### config.mk
export PLATFORM = sky130hd
export DESIGN_NAME = asp_uart
export DESIGN_NICKNAME = d
export VERILOG_FILES = /design/src/hdl/asp_pkg.sv /design/src/hdl/asp_uart.sv
export VERILOG_INCLUDE_DIRS = /design/src /design/src/hdl
export SDC_FILE = /design/constraint.sdc
export NUM_CORES = 1
export LEC_CHECK = 0
export BUFFER_PORTS_ARGS = -buffer_cell sky130_fd_sc_hd__buf_2
export CAP_MARGIN = 5
export CORE_UTILIZATION = 63
export CTS_CLUSTER_DIAMETER = 80
export CTS_CLUSTER_SIZE = 40
export DETAILED_ROUTE_END_ITERATION = 6
export PLACE_DENSITY = 0.95
export SLEW_MARGIN = 20
export SYNTH_ARGS = -nofsm -noshare
export SYNTH_HDL_FRONTEND = slang
export SYNTH_SLANG_ARGS = --single-unit
### constraint.sdc
create_clock -name clk_sys -period 7.5 [get_ports clk_sys]
set_input_delay 0.375 -clock clk_sys [delete_from_list [all_inputs] [get_ports clk_sys]]
set_output_delay 0.375 -clock clk_sys [all_outputs]
set_load 0.01 [all_outputs]
### src/hdl/asp_params.svh
// Register offsets, field positions, reset values and timing counts
`ifndef ASP_PARAMS_SVH
`define ASP_PARAMS_SVH

// ==========================================================
// Register byte offsets
`define ASP_MODE_OFS 8'h00
`define ASP_CTRL_OFS 8'h04
`define ASP_STAT_OFS 8'h08
`define ASP_TXH_OFS 8'h0c
`define ASP_RXH_OFS 8'h10
`define ASP_BAUD_OFS 8'h14

// ==========================================================
// mode_reg fields
`define ASP_M_SYNC 7
`define ASP_M_SEVEN 6
`define ASP_M_PAR_ON 5
`define ASP_M_PAR_ODD 4
`define ASP_M_TWO_END 3
`define ASP_M_SHORT 2

// ==========================================================
// control_reg fields
`define ASP_C_TIE 7
`define ASP_C_RIE 6
`define ASP_C_TX_ON 5
`define ASP_C_RX_ON 4
`define ASP_C_TX_DONE_IRQ_EN 2
`define ASP_C_SRC_HI 1
`define ASP_C_SRC_LO 0

// ==========================================================
// status_reg fields
`define ASP_S_TBE 7
`define ASP_S_RX_BUF_FULL 6
`define ASP_S_OVR 5
`define ASP_S_FRM 4
`define ASP_S_PER 3
`define ASP_S_TX_DONE_FLAG 2

// ==========================================================
// Reset values and timing
`define ASP_MODE_RST 8'h00
`define ASP_CTRL_RST 8'h00
`define ASP_BAUD_RST 8'h0f
`define ASP_OVS_LAST 4'hf
`define ASP_MID_START 4'h7

`endif

### src/hdl/asp_pkg.sv
// Types shared by the serial port
package asp_pkg;

  // ========================================================
  // Transmit and receive sequencer states, one-hot
  typedef enum logic [4:0] {
    TX_IDLE = 5'h01,
    TX_START = 5'h02,
    TX_DATA = 5'h04,
    TX_PAR = 5'h08,
    TX_END = 5'h10
  } asp_tx_st_t;

  typedef enum logic [4:0] {
    RX_IDLE = 5'h01,
    RX_START = 5'h02,
    RX_DATA = 5'h04,
    RX_PAR = 5'h08,
    RX_END = 5'h10
  } asp_rx_st_t;

  // ========================================================
  // Interrupt request group
  typedef struct packed {
    logic tx_empty_irq;
    logic tx_end_irq;
    logic rx_full_irq;
    logic rx_err_irq;
  } asp_irq_t;

  // Serial clock pin drive: level and active-low enable
  typedef struct packed {
    logic out;
    logic oe_n;
  } asp_pin_drv_t;

endpackage : asp_pkg

### src/hdl/asp_uart.sv
// Asynchronous serial port with APB register access
//
// The register offsets and the APB interface to the registers are this design's own decisions.
`timescale 1ns/1ps
`include "asp_params.svh"

// Function
// - Async mode frames carry 8, 7 or 5 data bits from mode bits.
// - Parity bit optional, one or two end bits; some combos prohibited.
// - Clock source: internal, internal with bit clock out, external 16x.
// - Clearing transmit enable sets the transmit-buffer-empty flag.
// - Clearing receive enable leaves receive flags and holding data.
// - Buffer-empty flag at 0 moves holding register into shifter.
// - After the move, set buffer-empty, start sending, request irq.
// - Buffer-empty 0 at end bit: load next, chain next frame.
// - Buffer-empty 1 at end bit: set done, hold line high, irq.
// - Detect start bit, shift data in, check parity and end bit.
// - Parity check counts ones against odd or even select.
// - Check end bit is 1; with two, only the first.
// - Frame with receive-full set: overrun, data dropped, error irq.
// - Parity mismatch sets flag, data still stored, error irq.
// - End bit 0 sets framing flag, data stored, error irq.
// - Clean frame stores data, sets receive-full, full irq.
// - Errors keep receive-full; all matching flags set together.
// - No reception while any receive error flag is set.
// - Reading receive holding register clears receive-full.
module asp_uart (
  // Clock and reset
  input wire logic clk_sys,
  input wire logic rst_n,
  // APB slave
  input wire logic psel,
  input wire logic penable,
  input wire logic pwrite,
  input wire logic [7:0] paddr,
  input wire logic [31:0] pwdata,
  output logic [31:0] prdata,
  output logic pready,
  output logic pslverr,
  // Serial line
  input wire logic rx_line_pin,
  output logic tx_line_pin,
  // Serial clock pin
  input wire logic serial_clk_pin_in,
  output asp_pkg::asp_pin_drv_t serial_clk_pin,
  // Interrupt requests
  output asp_pkg::asp_irq_t irq
);
  import asp_pkg::*;

  // ========================================================
  // Helpers
  // Data length from mode bits; prohibited short-without-parity runs 7 or 8 per the seven bit
  function automatic logic [3:0] data_len(input logic [7:0] m);
    if (m[`ASP_M_SHORT] && m[`ASP_M_PAR_ON]) begin
      data_len = 4'h5;
    end else if (m[`ASP_M_SEVEN]) begin
      data_len = 4'h7;
    end else begin
      data_len = 4'h8;
    end
  endfunction : data_len

  // Parity over the valid data bits, inverted for odd
  function automatic logic par_of(input logic [7:0] d, input logic [3:0] n,
                                  input logic odd);
    logic [7:0] mask;
    mask = 8'hff >> (4'h8 - n);
    par_of = (^(d & mask)) ^ odd;
  endfunction : par_of

  // ========================================================
  // Registers and flags
  logic [7:0] mode_reg;
  logic [7:0] control_reg;
  logic [7:0] baud_div;
  logic [7:0] tx_holding;
  logic [7:0] rx_holding;
  logic tx_buf_empty;
  logic rx_buf_full;
  logic overrun_flag;
  logic framing_flag;
  logic parity_err_flag;
  logic tx_done_flag;
  logic [7:0] status_reg;
  logic wr_en;
  logic rd_en;
  logic addr_ok;
  logic [3:0] nbits;

  assign status_reg = {tx_buf_empty, rx_buf_full, overrun_flag,
                       framing_flag, parity_err_flag, tx_done_flag, 2'b00};
  assign nbits = data_len(mode_reg);

  // APB: zero-wait slave, unmapped addresses answer with pslverr
  assign addr_ok = (paddr == `ASP_MODE_OFS) || (paddr == `ASP_CTRL_OFS) ||
                   (paddr == `ASP_STAT_OFS) || (paddr == `ASP_TXH_OFS) ||
                   (paddr == `ASP_RXH_OFS) || (paddr == `ASP_BAUD_OFS);
  assign pready = 1'b1;
  assign pslverr = psel && penable && !addr_ok;
  assign wr_en = psel && penable && pwrite && addr_ok;
  assign rd_en = psel && penable && !pwrite && addr_ok;

  // Read data latched in setup phase so it is a flop output
  always_ff @(posedge clk_sys or negedge rst_n) begin
    if (!rst_n) begin
      prdata <= 32'h0000_0000;
    end else if (psel && !penable) begin
      unique case (paddr)
        `ASP_MODE_OFS: prdata <= {24'h00_0000, mode_reg};
        `ASP_CTRL_OFS: prdata <= {24'h00_0000, control_reg};
        `ASP_STAT_OFS: prdata <= {24'h00_0000, status_reg};
        `ASP_TXH_OFS: prdata <= {24'h00_0000, tx_holding};
        `ASP_RXH_OFS: prdata <= {24'h00_0000, rx_holding};
        `ASP_BAUD_OFS: prdata <= {24'h00_0000, baud_div};
        default: prdata <= 32'h0000_0000;
      endcase
    end
  end

  // Plain software-written registers
  always_ff @(posedge clk_sys or negedge rst_n) begin
    if (!rst_n) begin
      mode_reg <= `ASP_MODE_RST;
      control_reg <= `ASP_CTRL_RST;
      baud_div <= `ASP_BAUD_RST;
      tx_holding <= 8'h00;
    end else if (wr_en) begin
      unique case (paddr)
        `ASP_MODE_OFS: mode_reg <= pwdata[7:0];
        `ASP_CTRL_OFS: control_reg <= pwdata[7:0];
        `ASP_BAUD_OFS: baud_div <= pwdata[7:0];
        `ASP_TXH_OFS: tx_holding <= pwdata[7:0];
        default: ;
      endcase
    end
  end

  logic tx_on;
  logic rx_on;
  logic stat_wr;
  logic txh_wr;
  assign tx_on = control_reg[`ASP_C_TX_ON];
  assign rx_on = control_reg[`ASP_C_RX_ON];
  assign stat_wr = wr_en && (paddr == `ASP_STAT_OFS);
  assign txh_wr = wr_en && (paddr == `ASP_TXH_OFS);

  // ========================================================
  // Clock source and 16x tick
  logic [1:0] clk_src;
  logic async_ok;
  logic [7:0] div_cnt;
  logic ck_s1, ck_s2, ck_s3;
  logic tick;
  logic [3:0] bitclk_cnt;
  assign clk_src = {control_reg[`ASP_C_SRC_HI], control_reg[`ASP_C_SRC_LO]};
  // Only asynchronous framing is built; synchronous mode gets no tick, so no bit ever completes
  assign async_ok = !mode_reg[`ASP_M_SYNC] && (clk_src != 2'b11);

  // External clock pin passes two flops before edge detection
  always_ff @(posedge clk_sys or negedge rst_n) begin
    if (!rst_n) begin
      ck_s1 <= 1'b0;
      ck_s2 <= 1'b0;
      ck_s3 <= 1'b0;
    end else begin
      ck_s1 <= serial_clk_pin_in;
      ck_s2 <= ck_s1;
      ck_s3 <= ck_s2;
    end
  end

  // Internal divider runs free so the bit rate is steady
  always_ff @(posedge clk_sys or negedge rst_n) begin
    if (!rst_n) begin
      div_cnt <= 8'h00;
    end else if (div_cnt >= baud_div) begin
      div_cnt <= 8'h00;
    end else begin
      div_cnt <= div_cnt + 8'h01;
    end
  end

  always_comb begin
    tick = 1'b0;
    if (async_ok) begin
      if (clk_src[1]) begin
        tick = ck_s2 && !ck_s3;
      end else begin
        tick = (div_cnt >= baud_div);
      end
    end
  end

  // Bit-rate clock out: one period per sixteen ticks
  always_ff @(posedge clk_sys or negedge rst_n) begin
    if (!rst_n) begin
      bitclk_cnt <= 4'h0;
    end else if (tick) begin
      bitclk_cnt <= bitclk_cnt + 4'h1;
    end
  end

  always_ff @(posedge clk_sys or negedge rst_n) begin
    if (!rst_n) begin
      serial_clk_pin <= '{out: 1'b1, oe_n: 1'b1};
    end else begin
      serial_clk_pin.out <= bitclk_cnt[3];
      serial_clk_pin.oe_n <= !(async_ok && clk_src == 2'b01);
    end
  end

  // ========================================================
  // Transmitter
  asp_tx_st_t tx_st;
  logic [7:0] tx_shifter;
  logic [3:0] tx_tcnt;
  logic [3:0] tx_idx;
  logic tx_par;
  logic tx_chain;
  logic tx_bit_end;
  logic tx_end_chk;
  logic tx_take;
  logic tx_end_evt;
  assign tx_bit_end = tick && (tx_tcnt == `ASP_OVS_LAST);
  // Buffer-empty is sampled on the first tick of the first end bit
  assign tx_end_chk = (tx_st == TX_END) && tick && (tx_tcnt == 4'h0) &&
                      (tx_idx == 4'h0);
  assign tx_take = tx_on && !tx_buf_empty &&
                   ((tx_st == TX_IDLE) || tx_end_chk);
  assign tx_end_evt = tx_on && tx_buf_empty && tx_end_chk;

  always_ff @(posedge clk_sys or negedge rst_n) begin
    if (!rst_n) begin
      tx_st <= TX_IDLE;
      tx_line_pin <= 1'b1;
      tx_shifter <= 8'h00;
      tx_tcnt <= 4'h0;
      tx_idx <= 4'h0;
      tx_par <= 1'b0;
      tx_chain <= 1'b0;
    end else if (!tx_on) begin
      tx_st <= TX_IDLE;
      tx_line_pin <= 1'b1;
      tx_chain <= 1'b0;
    end else begin
      if (tick) begin
        tx_tcnt <= tx_tcnt + 4'h1;
      end
      if (tx_take) begin
        tx_shifter <= tx_holding;
        tx_par <= par_of(tx_holding, nbits,
                         mode_reg[`ASP_M_PAR_ODD]);
      end
      unique case (tx_st)
        TX_IDLE: begin
          tx_line_pin <= 1'b1;
          if (tx_take) begin
            tx_st <= TX_START;
            tx_line_pin <= 1'b0;
            tx_tcnt <= 4'h0;
          end
        end
        TX_START: begin
          if (tx_bit_end) begin
            tx_st <= TX_DATA;
            tx_idx <= 4'h0;
            tx_line_pin <= tx_shifter[0];
          end
        end
        TX_DATA: begin
          if (tx_bit_end) begin
            tx_idx <= tx_idx + 4'h1;
            tx_line_pin <= tx_shifter[tx_idx[2:0] + 3'h1];
            if (tx_idx == nbits - 4'h1) begin
              tx_idx <= 4'h0;
              if (mode_reg[`ASP_M_PAR_ON]) begin
                tx_st <= TX_PAR;
                tx_line_pin <= tx_par;
              end else begin
                tx_st <= TX_END;
                tx_line_pin <= 1'b1;
              end
            end
          end
        end
        TX_PAR: begin
          if (tx_bit_end) begin
            tx_st <= TX_END;
            tx_line_pin <= 1'b1;
          end
        end
        TX_END: begin
          if (tx_end_chk) begin
            tx_chain <= !tx_buf_empty;
          end
          if (tx_bit_end) begin
            if (tx_idx == 4'h0 && mode_reg[`ASP_M_TWO_END]) begin
              tx_idx <= 4'h1;
            end else if (tx_chain) begin
              tx_st <= TX_START;
              tx_line_pin <= 1'b0;
              tx_idx <= 4'h0;
            end else begin
              tx_st <= TX_IDLE;
              tx_idx <= 4'h0;
            end
          end
        end
      endcase
    end
  end

  // Buffer-empty and done flags; hardware set wins over software clear
  always_ff @(posedge clk_sys or negedge rst_n) begin
    if (!rst_n) begin
      tx_buf_empty <= 1'b1;
      tx_done_flag <= 1'b1;
    end else begin
      if (!tx_on || tx_take) begin
        tx_buf_empty <= 1'b1;
      end else if (txh_wr) begin
        tx_buf_empty <= 1'b0;
      end
      if (tx_end_evt) begin
        tx_done_flag <= 1'b1;
      end else if (txh_wr) begin
        tx_done_flag <= 1'b0;
      end
    end
  end

  // ========================================================
  // Receiver
  asp_rx_st_t rx_st;
  logic rx_s1, rx_s2;
  logic [7:0] rx_shifter;
  logic [3:0] rx_tcnt;
  logic [3:0] rx_idx;
  logic rx_par_bit;
  logic rx_fin;
  logic rx_errs;
  logic [7:0] rx_data;
  logic par_bad;
  logic rx_mid;
  assign rx_errs = overrun_flag || framing_flag || parity_err_flag;
  assign rx_mid = tick && (rx_tcnt == `ASP_OVS_LAST);
  // Only the first end bit is looked at; a disabled receiver ends nothing
  assign rx_fin = rx_on && (rx_st == RX_END) && rx_mid;
  assign rx_data = rx_shifter >> (4'h8 - nbits);
  assign par_bad = mode_reg[`ASP_M_PAR_ON] &&
                   (rx_par_bit != par_of(rx_data, nbits,
                                         mode_reg[`ASP_M_PAR_ODD]));

  always_ff @(posedge clk_sys or negedge rst_n) begin
    if (!rst_n) begin
      rx_s1 <= 1'b1;
      rx_s2 <= 1'b1;
    end else begin
      rx_s1 <= rx_line_pin;
      rx_s2 <= rx_s1;
    end
  end

  always_ff @(posedge clk_sys or negedge rst_n) begin
    if (!rst_n) begin
      rx_st <= RX_IDLE;
      rx_shifter <= 8'h00;
      rx_tcnt <= 4'h0;
      rx_idx <= 4'h0;
      rx_par_bit <= 1'b0;
    end else if (!rx_on) begin
      rx_st <= RX_IDLE;
    end else begin
      if (tick) begin
        rx_tcnt <= rx_tcnt + 4'h1;
      end
      unique case (rx_st)
        RX_IDLE: begin
          if (tick && !rx_s2 && !rx_errs) begin
            rx_st <= RX_START;
            rx_tcnt <= 4'h0;
          end
        end
        RX_START: begin
          if (tick && rx_tcnt == `ASP_MID_START) begin
            // Realigning here puts every later sample at mid-bit
            rx_tcnt <= 4'h0;
            rx_idx <= 4'h0;
            rx_st <= rx_s2 ? RX_IDLE : RX_DATA;
          end
        end
        RX_DATA: begin
          if (rx_mid) begin
            rx_shifter <= {rx_s2, rx_shifter[7:1]};
            rx_idx <= rx_idx + 4'h1;
            if (rx_idx == nbits - 4'h1) begin
              rx_st <= mode_reg[`ASP_M_PAR_ON] ? RX_PAR : RX_END;
            end
          end
        end
        RX_PAR: begin
          if (rx_mid) begin
            rx_par_bit <= rx_s2;
            rx_st <= RX_END;
          end
        end
        RX_END: begin
          if (rx_mid) begin
            rx_st <= RX_IDLE;
          end
        end
      endcase
    end
  end

  // Receive flags and holding register; set wins over clear
  always_ff @(posedge clk_sys or negedge rst_n) begin
    if (!rst_n) begin
      rx_holding <= 8'h00;
      rx_buf_full <= 1'b0;
      overrun_flag <= 1'b0;
      framing_flag <= 1'b0;
      parity_err_flag <= 1'b0;
    end else begin
      if (rx_fin && !rx_buf_full) begin
        rx_holding <= rx_data;
      end
      if (rx_fin && !rx_buf_full && rx_s2 && !par_bad) begin
        rx_buf_full <= 1'b1;
      end else if ((rd_en && paddr == `ASP_RXH_OFS) ||
                   (stat_wr && !pwdata[`ASP_S_RX_BUF_FULL])) begin
        rx_buf_full <= 1'b0;
      end
      if (rx_fin && rx_buf_full) begin
        overrun_flag <= 1'b1;
      end else if (stat_wr && !pwdata[`ASP_S_OVR]) begin
        overrun_flag <= 1'b0;
      end
      if (rx_fin && !rx_s2) begin
        framing_flag <= 1'b1;
      end else if (stat_wr && !pwdata[`ASP_S_FRM]) begin
        framing_flag <= 1'b0;
      end
      if (rx_fin && par_bad) begin
        parity_err_flag <= 1'b1;
      end else if (stat_wr && !pwdata[`ASP_S_PER]) begin
        parity_err_flag <= 1'b0;
      end
    end
  end

  // Interrupt requests are levels that follow flags and enables
  assign irq.tx_empty_irq = tx_on && tx_buf_empty &&
                            control_reg[`ASP_C_TIE];
  assign irq.tx_end_irq = tx_done_flag &&
                          control_reg[`ASP_C_TX_DONE_IRQ_EN];
  assign irq.rx_full_irq = rx_buf_full && control_reg[`ASP_C_RIE];
  assign irq.rx_err_irq = rx_errs && control_reg[`ASP_C_RIE];

  // ========================================================
  // Assertions
  property p_tbe_off;
    @(posedge clk_sys) disable iff (!rst_n) !tx_on |=> tx_buf_empty;
  endproperty
  a_tbe_off: assert property (p_tbe_off)
    else $error("buffer-empty not set with transmit off");

  property p_rx_keep;
    @(posedge clk_sys) disable iff (!rst_n)
      $fell(rx_on) && !$past(rx_fin) |->
        $stable(rx_holding) && $stable(overrun_flag) && $stable(rx_buf_full);
  endproperty
  a_rx_keep: assert property (p_rx_keep)
    else $error("receive state changed by disabling receiver");

  property p_take;
    @(posedge clk_sys) disable iff (!rst_n)
      tx_st == TX_IDLE && tx_on && !tx_buf_empty |=>
        tx_buf_empty && tx_st == TX_START && tx_shifter == $past(tx_holding);
  endproperty
  a_take: assert property (p_take)
    else $error("holding data not moved to shifter");

  property p_start_low;
    @(posedge clk_sys) disable iff (!rst_n)
      tx_st == TX_START |-> !tx_line_pin;
  endproperty
  a_start_low: assert property (p_start_low)
    else $error("start bit not low");

  property p_end_done;
    @(posedge clk_sys) disable iff (!rst_n)
      tx_end_evt |=> tx_done_flag ##1 (tx_line_pin [*8]);
  endproperty
  a_end_done: assert property (p_end_done)
    else $error("done flag or mark level missing");

  property p_overrun;
    @(posedge clk_sys) disable iff (!rst_n)
      rx_fin && rx_buf_full |=> overrun_flag && $stable(rx_holding);
  endproperty
  a_overrun: assert property (p_overrun)
    else $error("overrun not flagged or data overwritten");

  property p_par_err;
    @(posedge clk_sys) disable iff (!rst_n)
      rx_fin && !rx_buf_full && par_bad |=>
        parity_err_flag && rx_holding == $past(rx_data) && !rx_buf_full;
  endproperty
  a_par_err: assert property (p_par_err)
    else $error("parity error handling wrong");

  property p_frame;
    @(posedge clk_sys) disable iff (!rst_n)
      rx_fin && !rx_s2 |=> framing_flag;
  endproperty
  a_frame: assert property (p_frame)
    else $error("framing error not flagged");

  property p_good;
    @(posedge clk_sys) disable iff (!rst_n)
      rx_fin && !rx_buf_full && rx_s2 && !par_bad |=>
        rx_buf_full && rx_holding == $past(rx_data);
  endproperty
  a_good: assert property (p_good)
    else $error("good frame not stored");

  property p_hold_err;
    @(posedge clk_sys) disable iff (!rst_n)
      rx_errs && rx_st == RX_IDLE |=> rx_st == RX_IDLE;
  endproperty
  a_hold_err: assert property (p_hold_err)
    else $error("reception resumed with error set");

  property p_rd_clear;
    @(posedge clk_sys) disable iff (!rst_n)
      rd_en && paddr == `ASP_RXH_OFS && !rx_fin |=> !rx_buf_full;
  endproperty
  a_rd_clear: assert property (p_rd_clear)
    else $error("receive-full not cleared by read");

  c_chain: cover property (@(posedge clk_sys) disable iff (!rst_n)
    tx_end_chk && !tx_buf_empty && tx_on);
  c_overrun: cover property (@(posedge clk_sys) disable iff (!rst_n)
    rx_fin && rx_buf_full);
  c_par_err: cover property (@(posedge clk_sys) disable iff (!rst_n)
    rx_fin && par_bad);

endmodule : asp_uart

* Word-level counts from Yosys, hierarchy flattened
Index checks and enable logic that the tools add are counted.
** Cells by class
- Bitwise gates (word level) :: 4
- Equality and inequality tests :: 44
- Add/sub/neg operators :: 9
- Shifts and indexed selects :: 2
- Magnitude comparators :: 2
- Mux-type cells :: 69
- Reductions and logical operators :: 96
** Operators with widths (number)
- two-way mux 5 bit :: 16
- two-way mux 4 bit :: 14
- case mux 5 bit (5 select lines) :: 2
- case mux 8 bit (6 select lines) :: 1
- logical AND 1 bit :: 44
- inequality test 3 bit, second input constant :: 14
- two-way mux 1 bit :: 28
- adder 4 x 1 -> 4 bit, second input constant :: 5
- bitwise AND 8 bit :: 2
- == test 8 x 4 -> 1 bit, second input constant :: 2
- == test 8 x 5 -> 1 bit, second input constant :: 2
- zero test 1 bit :: 16
- case mux 4 bit (2 select lines) :: 2
- parity 8 bit :: 2
- nonzero test 2 bit :: 7
- inequality test 2 bit, second input constant :: 6
- case mux 4 bit (3 select lines) :: 1
- AND reduction 2 bit :: 6
- AND reduction 6 bit :: 2
- == test 5 x 1 -> 1 bit, second input constant :: 2
- == test 5 x 2 -> 1 bit, second input constant :: 2
- == test 5 x 3 -> 1 bit, second input constant :: 2
- == test 5 x 4 -> 1 bit, second input constant :: 2
- == test 5 bit, second input constant :: 2
- 29 further kinds :: 44
** Word-level totals
- Word-level logic and storage cells :: 259
- Output and inout port bits :: 41
- Bits of input ports :: 47
- Bits in registers :: 143

* Depth between registers and ports, before layout
- Word-level depth :: 12
- Gate-level depth with buffers :: 9

* Worst setup path before layout
Ideal clock, no wire load.
- Path type :: register to register
- Start :: register baud_div[0]
- End :: register tx_par
- Cell stages (with the launch flop) :: 8
- Path buffers :: 0
- Arrival time :: 2.330 ns
- Period minus slack after synthesis :: 2.454 ns
- Data required time :: 7.375 ns
- Setup slack :: 5.046 ns
- Cell sequence :: dfstp_2 -> ha_1 -> nand2b_1 -> a2111oi_4 -> o21ai_2 -> and3_2 -> o211ai_4 -> mux2_2
** On the way
- Cells in the longest elaborated chain, start to end :: 9
** RTL lines
- start: declaration :: RTL line asp_uart.sv:76 : logic [7:0] baud_div;
- start signal: assignment :: RTL line asp_uart.sv:126 : baud_div <= `ASP_BAUD_RST;
- start signal: assignment :: RTL line asp_uart.sv:132 : `ASP_BAUD_OFS: baud_div <= pwdata[7:0];
- >= comparator 8 bit :: RTL line asp_uart.sv:190 : tick = (div_cnt >= baud_div);
- two-way mux 1 bit :: RTL line asp_uart.sv:187 : if (clk_src[1]) begin
- two-way mux 1 bit :: RTL line asp_uart.sv:186 : if (async_ok) begin
- logical AND 1 bit (3 in a row) :: RTL line asp_uart.sv:227 : assign tx_end_chk = (tx_st == TX_END) && tick && (tx_tcnt == 4'h0) &&
- logical OR 1 bit :: RTL line asp_uart.sv:230 : ((tx_st == TX_IDLE) || tx_end_chk);
- logical AND 1 bit :: RTL line asp_uart.sv:229 : assign tx_take = tx_on && !tx_buf_empty &&
- AND reduction 2 bit (no source line)
- end signal: assignment :: RTL line asp_uart.sv:252 : tx_par <= par_of(tx_holding, nbits,
- end: declaration :: RTL line asp_uart.sv:219 : logic tx_par;
No other way between the ends.
A chain may end at the register's enable or synchronous reset.

* Worst setup path after layout
- Start :: register baud_div[2]
- End :: register rx_idx[3]
** On the way
- Cells in the longest elaborated chain, start to end :: 6
- Elaborated cells between the ends (all ways) :: 8
- Classes of those cells :: order compare: 1; eq/ne: 2; mux: 2; reduce/logical: 3
** RTL lines
- >= comparator 8 bit (*) :: RTL line asp_uart.sv:190
- two-way mux 1 bit (*) :: RTL line asp_uart.sv:187
- two-way mux 1 bit (*) :: RTL line asp_uart.sv:186
- logical AND 1 bit, on equally long branches
- inequality test 2 bit (no source line)
- AND reduction 4 bit (no source line) (*)
- end signal: assignment :: RTL line asp_uart.sv:396 : rx_idx <= rx_idx + 4'h1;
- end: declaration :: RTL line asp_uart.sv:339 : logic [3:0] rx_idx;
Every way passes the cells marked *; elsewhere a longest branch is shown, timed or not.

==> impl_metrics.py <==
metrics = {
    "run_status": {
        "status": "finished, violations left",
        "violations": "DRC",
    },
    "global_routing": {
        "grt.overflow.total": 0,
        "grt_max_degree": 78,
        "grt_pass1_vias": 5482,
        "grt_first_pass_wirelength_um": 27740,
        "grtUsageTotal_pct": 32.79,
        "grt_antenna_before_repair": 0,
    },
    "yosys": {
        "synth_top_family_by_area": "simple AND/OR/NAND/NOR gates",
        "synth-simple-area-share_pct": 16.84,
        "synth_edf_count": 0,
        "synth-seq-cells": 119,
        "syn_area_per_cell_um2": 10.44,
        "yosys.area_share.adder_pct": 3.001,
        "synth-compound-area-share_pct": 12.06,
        "async_flop_share_pct": 100.0,
        "synth_ff_type": "dfrtp_1",
        "ys_warn_count": 0,
        "syn_inst": 639,
        "ys_types": 75,
        "synth_xor_area_share_pct": 4.464,
        "muxShareOfSynthArea_pct": 12.77,
        "netlist_area_um2": 6670,
        "synth_seq_area_share_pct": 44.89,
    },
    "clock_network": {
        "clock_latency_ns": 0.53,
        "clk_pin_slew_worst_paths_ns": 0.07,
        "cts_setup_buffers": 0,
        "numCtsBuffers": 17,
        "cts_sinks": 119,
        "cts-htree-levels": 4,
        "cts_tree": "yes",
        "cts_buffer_depth": 2,
        "root_buffer": "clkbuf_8",
    },
    "sta": {
        "timing.final.crit_share_pct": 41.57,
        "skew_ns": 0.008991,
        "period_needed_ns": 3.118,
        "slew_headroom_pct": 23.53,
        "worstMarginPinSlew_ns": 1.137,
        "tns_ns": 0,
        "finalSetupViolations": 0,
        "drv_slew": 0,
        "fmaxAchievable_ghz": 0.3207,
        "final-hold-violation-count": 0,
        "rsz0062_at_grt": "no",
    },
    "power": {
        "p_sw_mw": 0.3788,
        "p_comb_share_pct": 5.2,
        "pwr-share-clk_pct": 51.3,
        "ir_drop_v": 0.0001572,
        "p_seq_share_pct": 43.5,
        "internal_power_mw": 1.157,
        "p_per_area_nw_per_um2": 206.7,
        "p_leak_nw": 3.412,
        "p_sw_share_pct": 24.66,
    },
    "floorplanning": {
        "die_y_um": 104.9,
        "fp-row-count": 37,
        "die-area_um2": 11000,
        "start_util_pct": 64.90,
        "ios": 88,
        "core_um2": 10280,
        "die_w_um": 104.9,
    },
    "drt": {
        "drt-pass1-iter-count": 7,
        "ant_nets": 0,
        "drtIter0Drc": 746,
        "drc_errors": 1,
        "vias": 5487,
        "wl_per_cell_um": 20.84,
        "routed_via_density": 6.643,
        "wl_um": 17220,
    },
    "cells_and_area": {
        "layout-drive-gt1-share_pct": 23.91,
        "final_cell_area_um2": 7432,
        "num_antenna_cells": 0,
        "stdcell_count": 826,
        "syn2layout_area_growth_pct": 11.42,
        "nets": 740,
    },
    "setup_path": {
        "setup.worst_path.class": "flip-flop to flip-flop",
        "worstPathMaxFanout": 11,
        "end_kind": "flip-flop",
        "cp.arrival_ns": 3.51,
        "start_kind": "flip-flop",
        "critPathRequiredTime_ns": 7.90,
    },
    "job": {
        "cap_violations": 0,
    },
    "placed_design": {
        "gp_congestion": 0.9211,
        "dp_cells": 791,
        "placed_area_um2": 6830,
        "hpwl_um": 10610,
        "port_buffers": 38,
    },
    "min_path": {
        "hp-class": "input port to flip-flop",
    },
}
==> worst paths after layout <==
path / from / slack, ns / cells after the start / to
setup / recovery: baud_div[2]$_DFFE_PN1P_ / 4.38 / 8 / rx_idx[3]$_DFFE_PN0P_
hold / removal: pwdata[2] / 0.12 / 3 / baud_div[2]$_DFFE_PN1P_
setup reg to reg: baud_div[2]$_DFFE_PN1P_ / 4.38 / 8 / rx_idx[3]$_DFFE_PN0P_
hold reg to reg: ck_s1$_DFF_PN0_ / 0.35 / 0 / ck_s2$_DFF_PN0_
max in group asynchronous: rst_n / 5.73 / 3 / tx_tcnt[0]$_DFFE_PN0P_
min in group asynchronous: rst_n / 0.37 / 2 / div_cnt[1]$_DFF_PN0_
==> power by group through the flow <==
stage | combinational, mW | clock [mW] | sequential, mW
after floorplan | 0.0491 | 0 | 0.678
after global placement | 0.0717 | 0 | 0.677
after detailed placement | 0.0746 | 0 | 0.678
after CTS | 0.0790 | 0.787 | 0.667
after global routing | 0.0862 | 0.821 | 0.669
final | 0.0804 | 0.788 | 0.668
==> metal layers <==
layer,up-vias,share of wire (%),GRT usage [%]
met5,-,0,0
met4,0,5.6,18.41
met3,118,9.0,8.546
met2,408,49,53.88
met1,2636,37,39.33
li1,2325,-,-
==> critical path: stages (launching register included) <==
cell and delay (ns):
dfstp_2 0.55, inv_1 0.06, ha_1 0.29, o21a_1 0.16
o2111ai_1 0.21, o21ai_2 0.49, nand3_1 0.43, or3_1 0.46
o41ai_1 0.33
==> through the flow <==
| step | utilization, % | hold slack [ns] | setup slack (ns) | power (mW) |
|---|---|---|---|---|
| floorplan | - | 0.07941 | 5.046 | 0.7266 |
| global placement | 66.46 | 0.3349 | 4.763 | 0.7488 |
| detailed placement | 66.46 | 0.3463 | 4.557 | 0.7527 |
| CTS | 72.32 | 0.1243 | 4.401 | 1.533 |
| global route | 72.32 | 0.1293 | 4.297 | 1.576 |
| finish | 72.32 | 0.1196 | 4.382 | 1.536 |
==> cell usage after synthesis (all sizes together) (14+ instances only) <==
cell   number  area (um2)
mux2       51       574.3
nor2       53       203.9
dfrtp     106        2653
nand2      44       170.2
xnor2      22       192.7
nor2b      14       87.58
ha         16       200.2
a21oi      29       148.9
o21ai      43       222.7
inv        25       93.84
nand3      31       167.7
buf        39       270.3
==> timing repair <==
item,4_1_cts,5_1_grt
endpoints found under the hold margin,40,0
hold buffers,3,0
resized for setup,0,0
==> area by class of cell <==
type	count	area [um2]
Multi-Input combinational cell	472	3372
Sequential cell	119	2994
Fill cell	602	2845
Clock buffer	18	417.9
Timing Repair Buffer	42	230.2
Tap cell	136	170.2
Clock inverter	14	153.9
Inverter	25	93.84
==> layout by cell type (no fill, tap or decap), types with 4 or more instances in the layout <==
cell and count:
nor2_1 51, nand3_1 30, buf_2 37, nor3_1 4
o41ai_1 4, and2_1 6, nand2_1 42, nor2b_1 14
o31ai_1 6, a31oi_1 5, mux2i_1 12, conb_1 25
mux4_2 7, a22oi_1 4, inv_1 25, o21ai_0 40
ha_1 16, mux2_2 51, a21oi_1 28, o21a_1 4
nor4_1 9, dfstp_2 13, a211oi_1 5, xnor2_1 22
nand2b_1 5, clkinv_4 6, and3_1 8, dfrtp_1 106
xor2_1 12, clkbuf_16 16
==> logic make-up (layout without fill, tap and decap cells) <==
kind of cell,after synthesis,count (layout)
simple gates,205,205
compound gates,122,122
mux,70,70
buf+inv,71,99
flops,119,119
fa+ha+maj,16,16
xor+xnor,34,34
other cells,2,25
No activity file was read; power rests on OpenSTA's default activity.
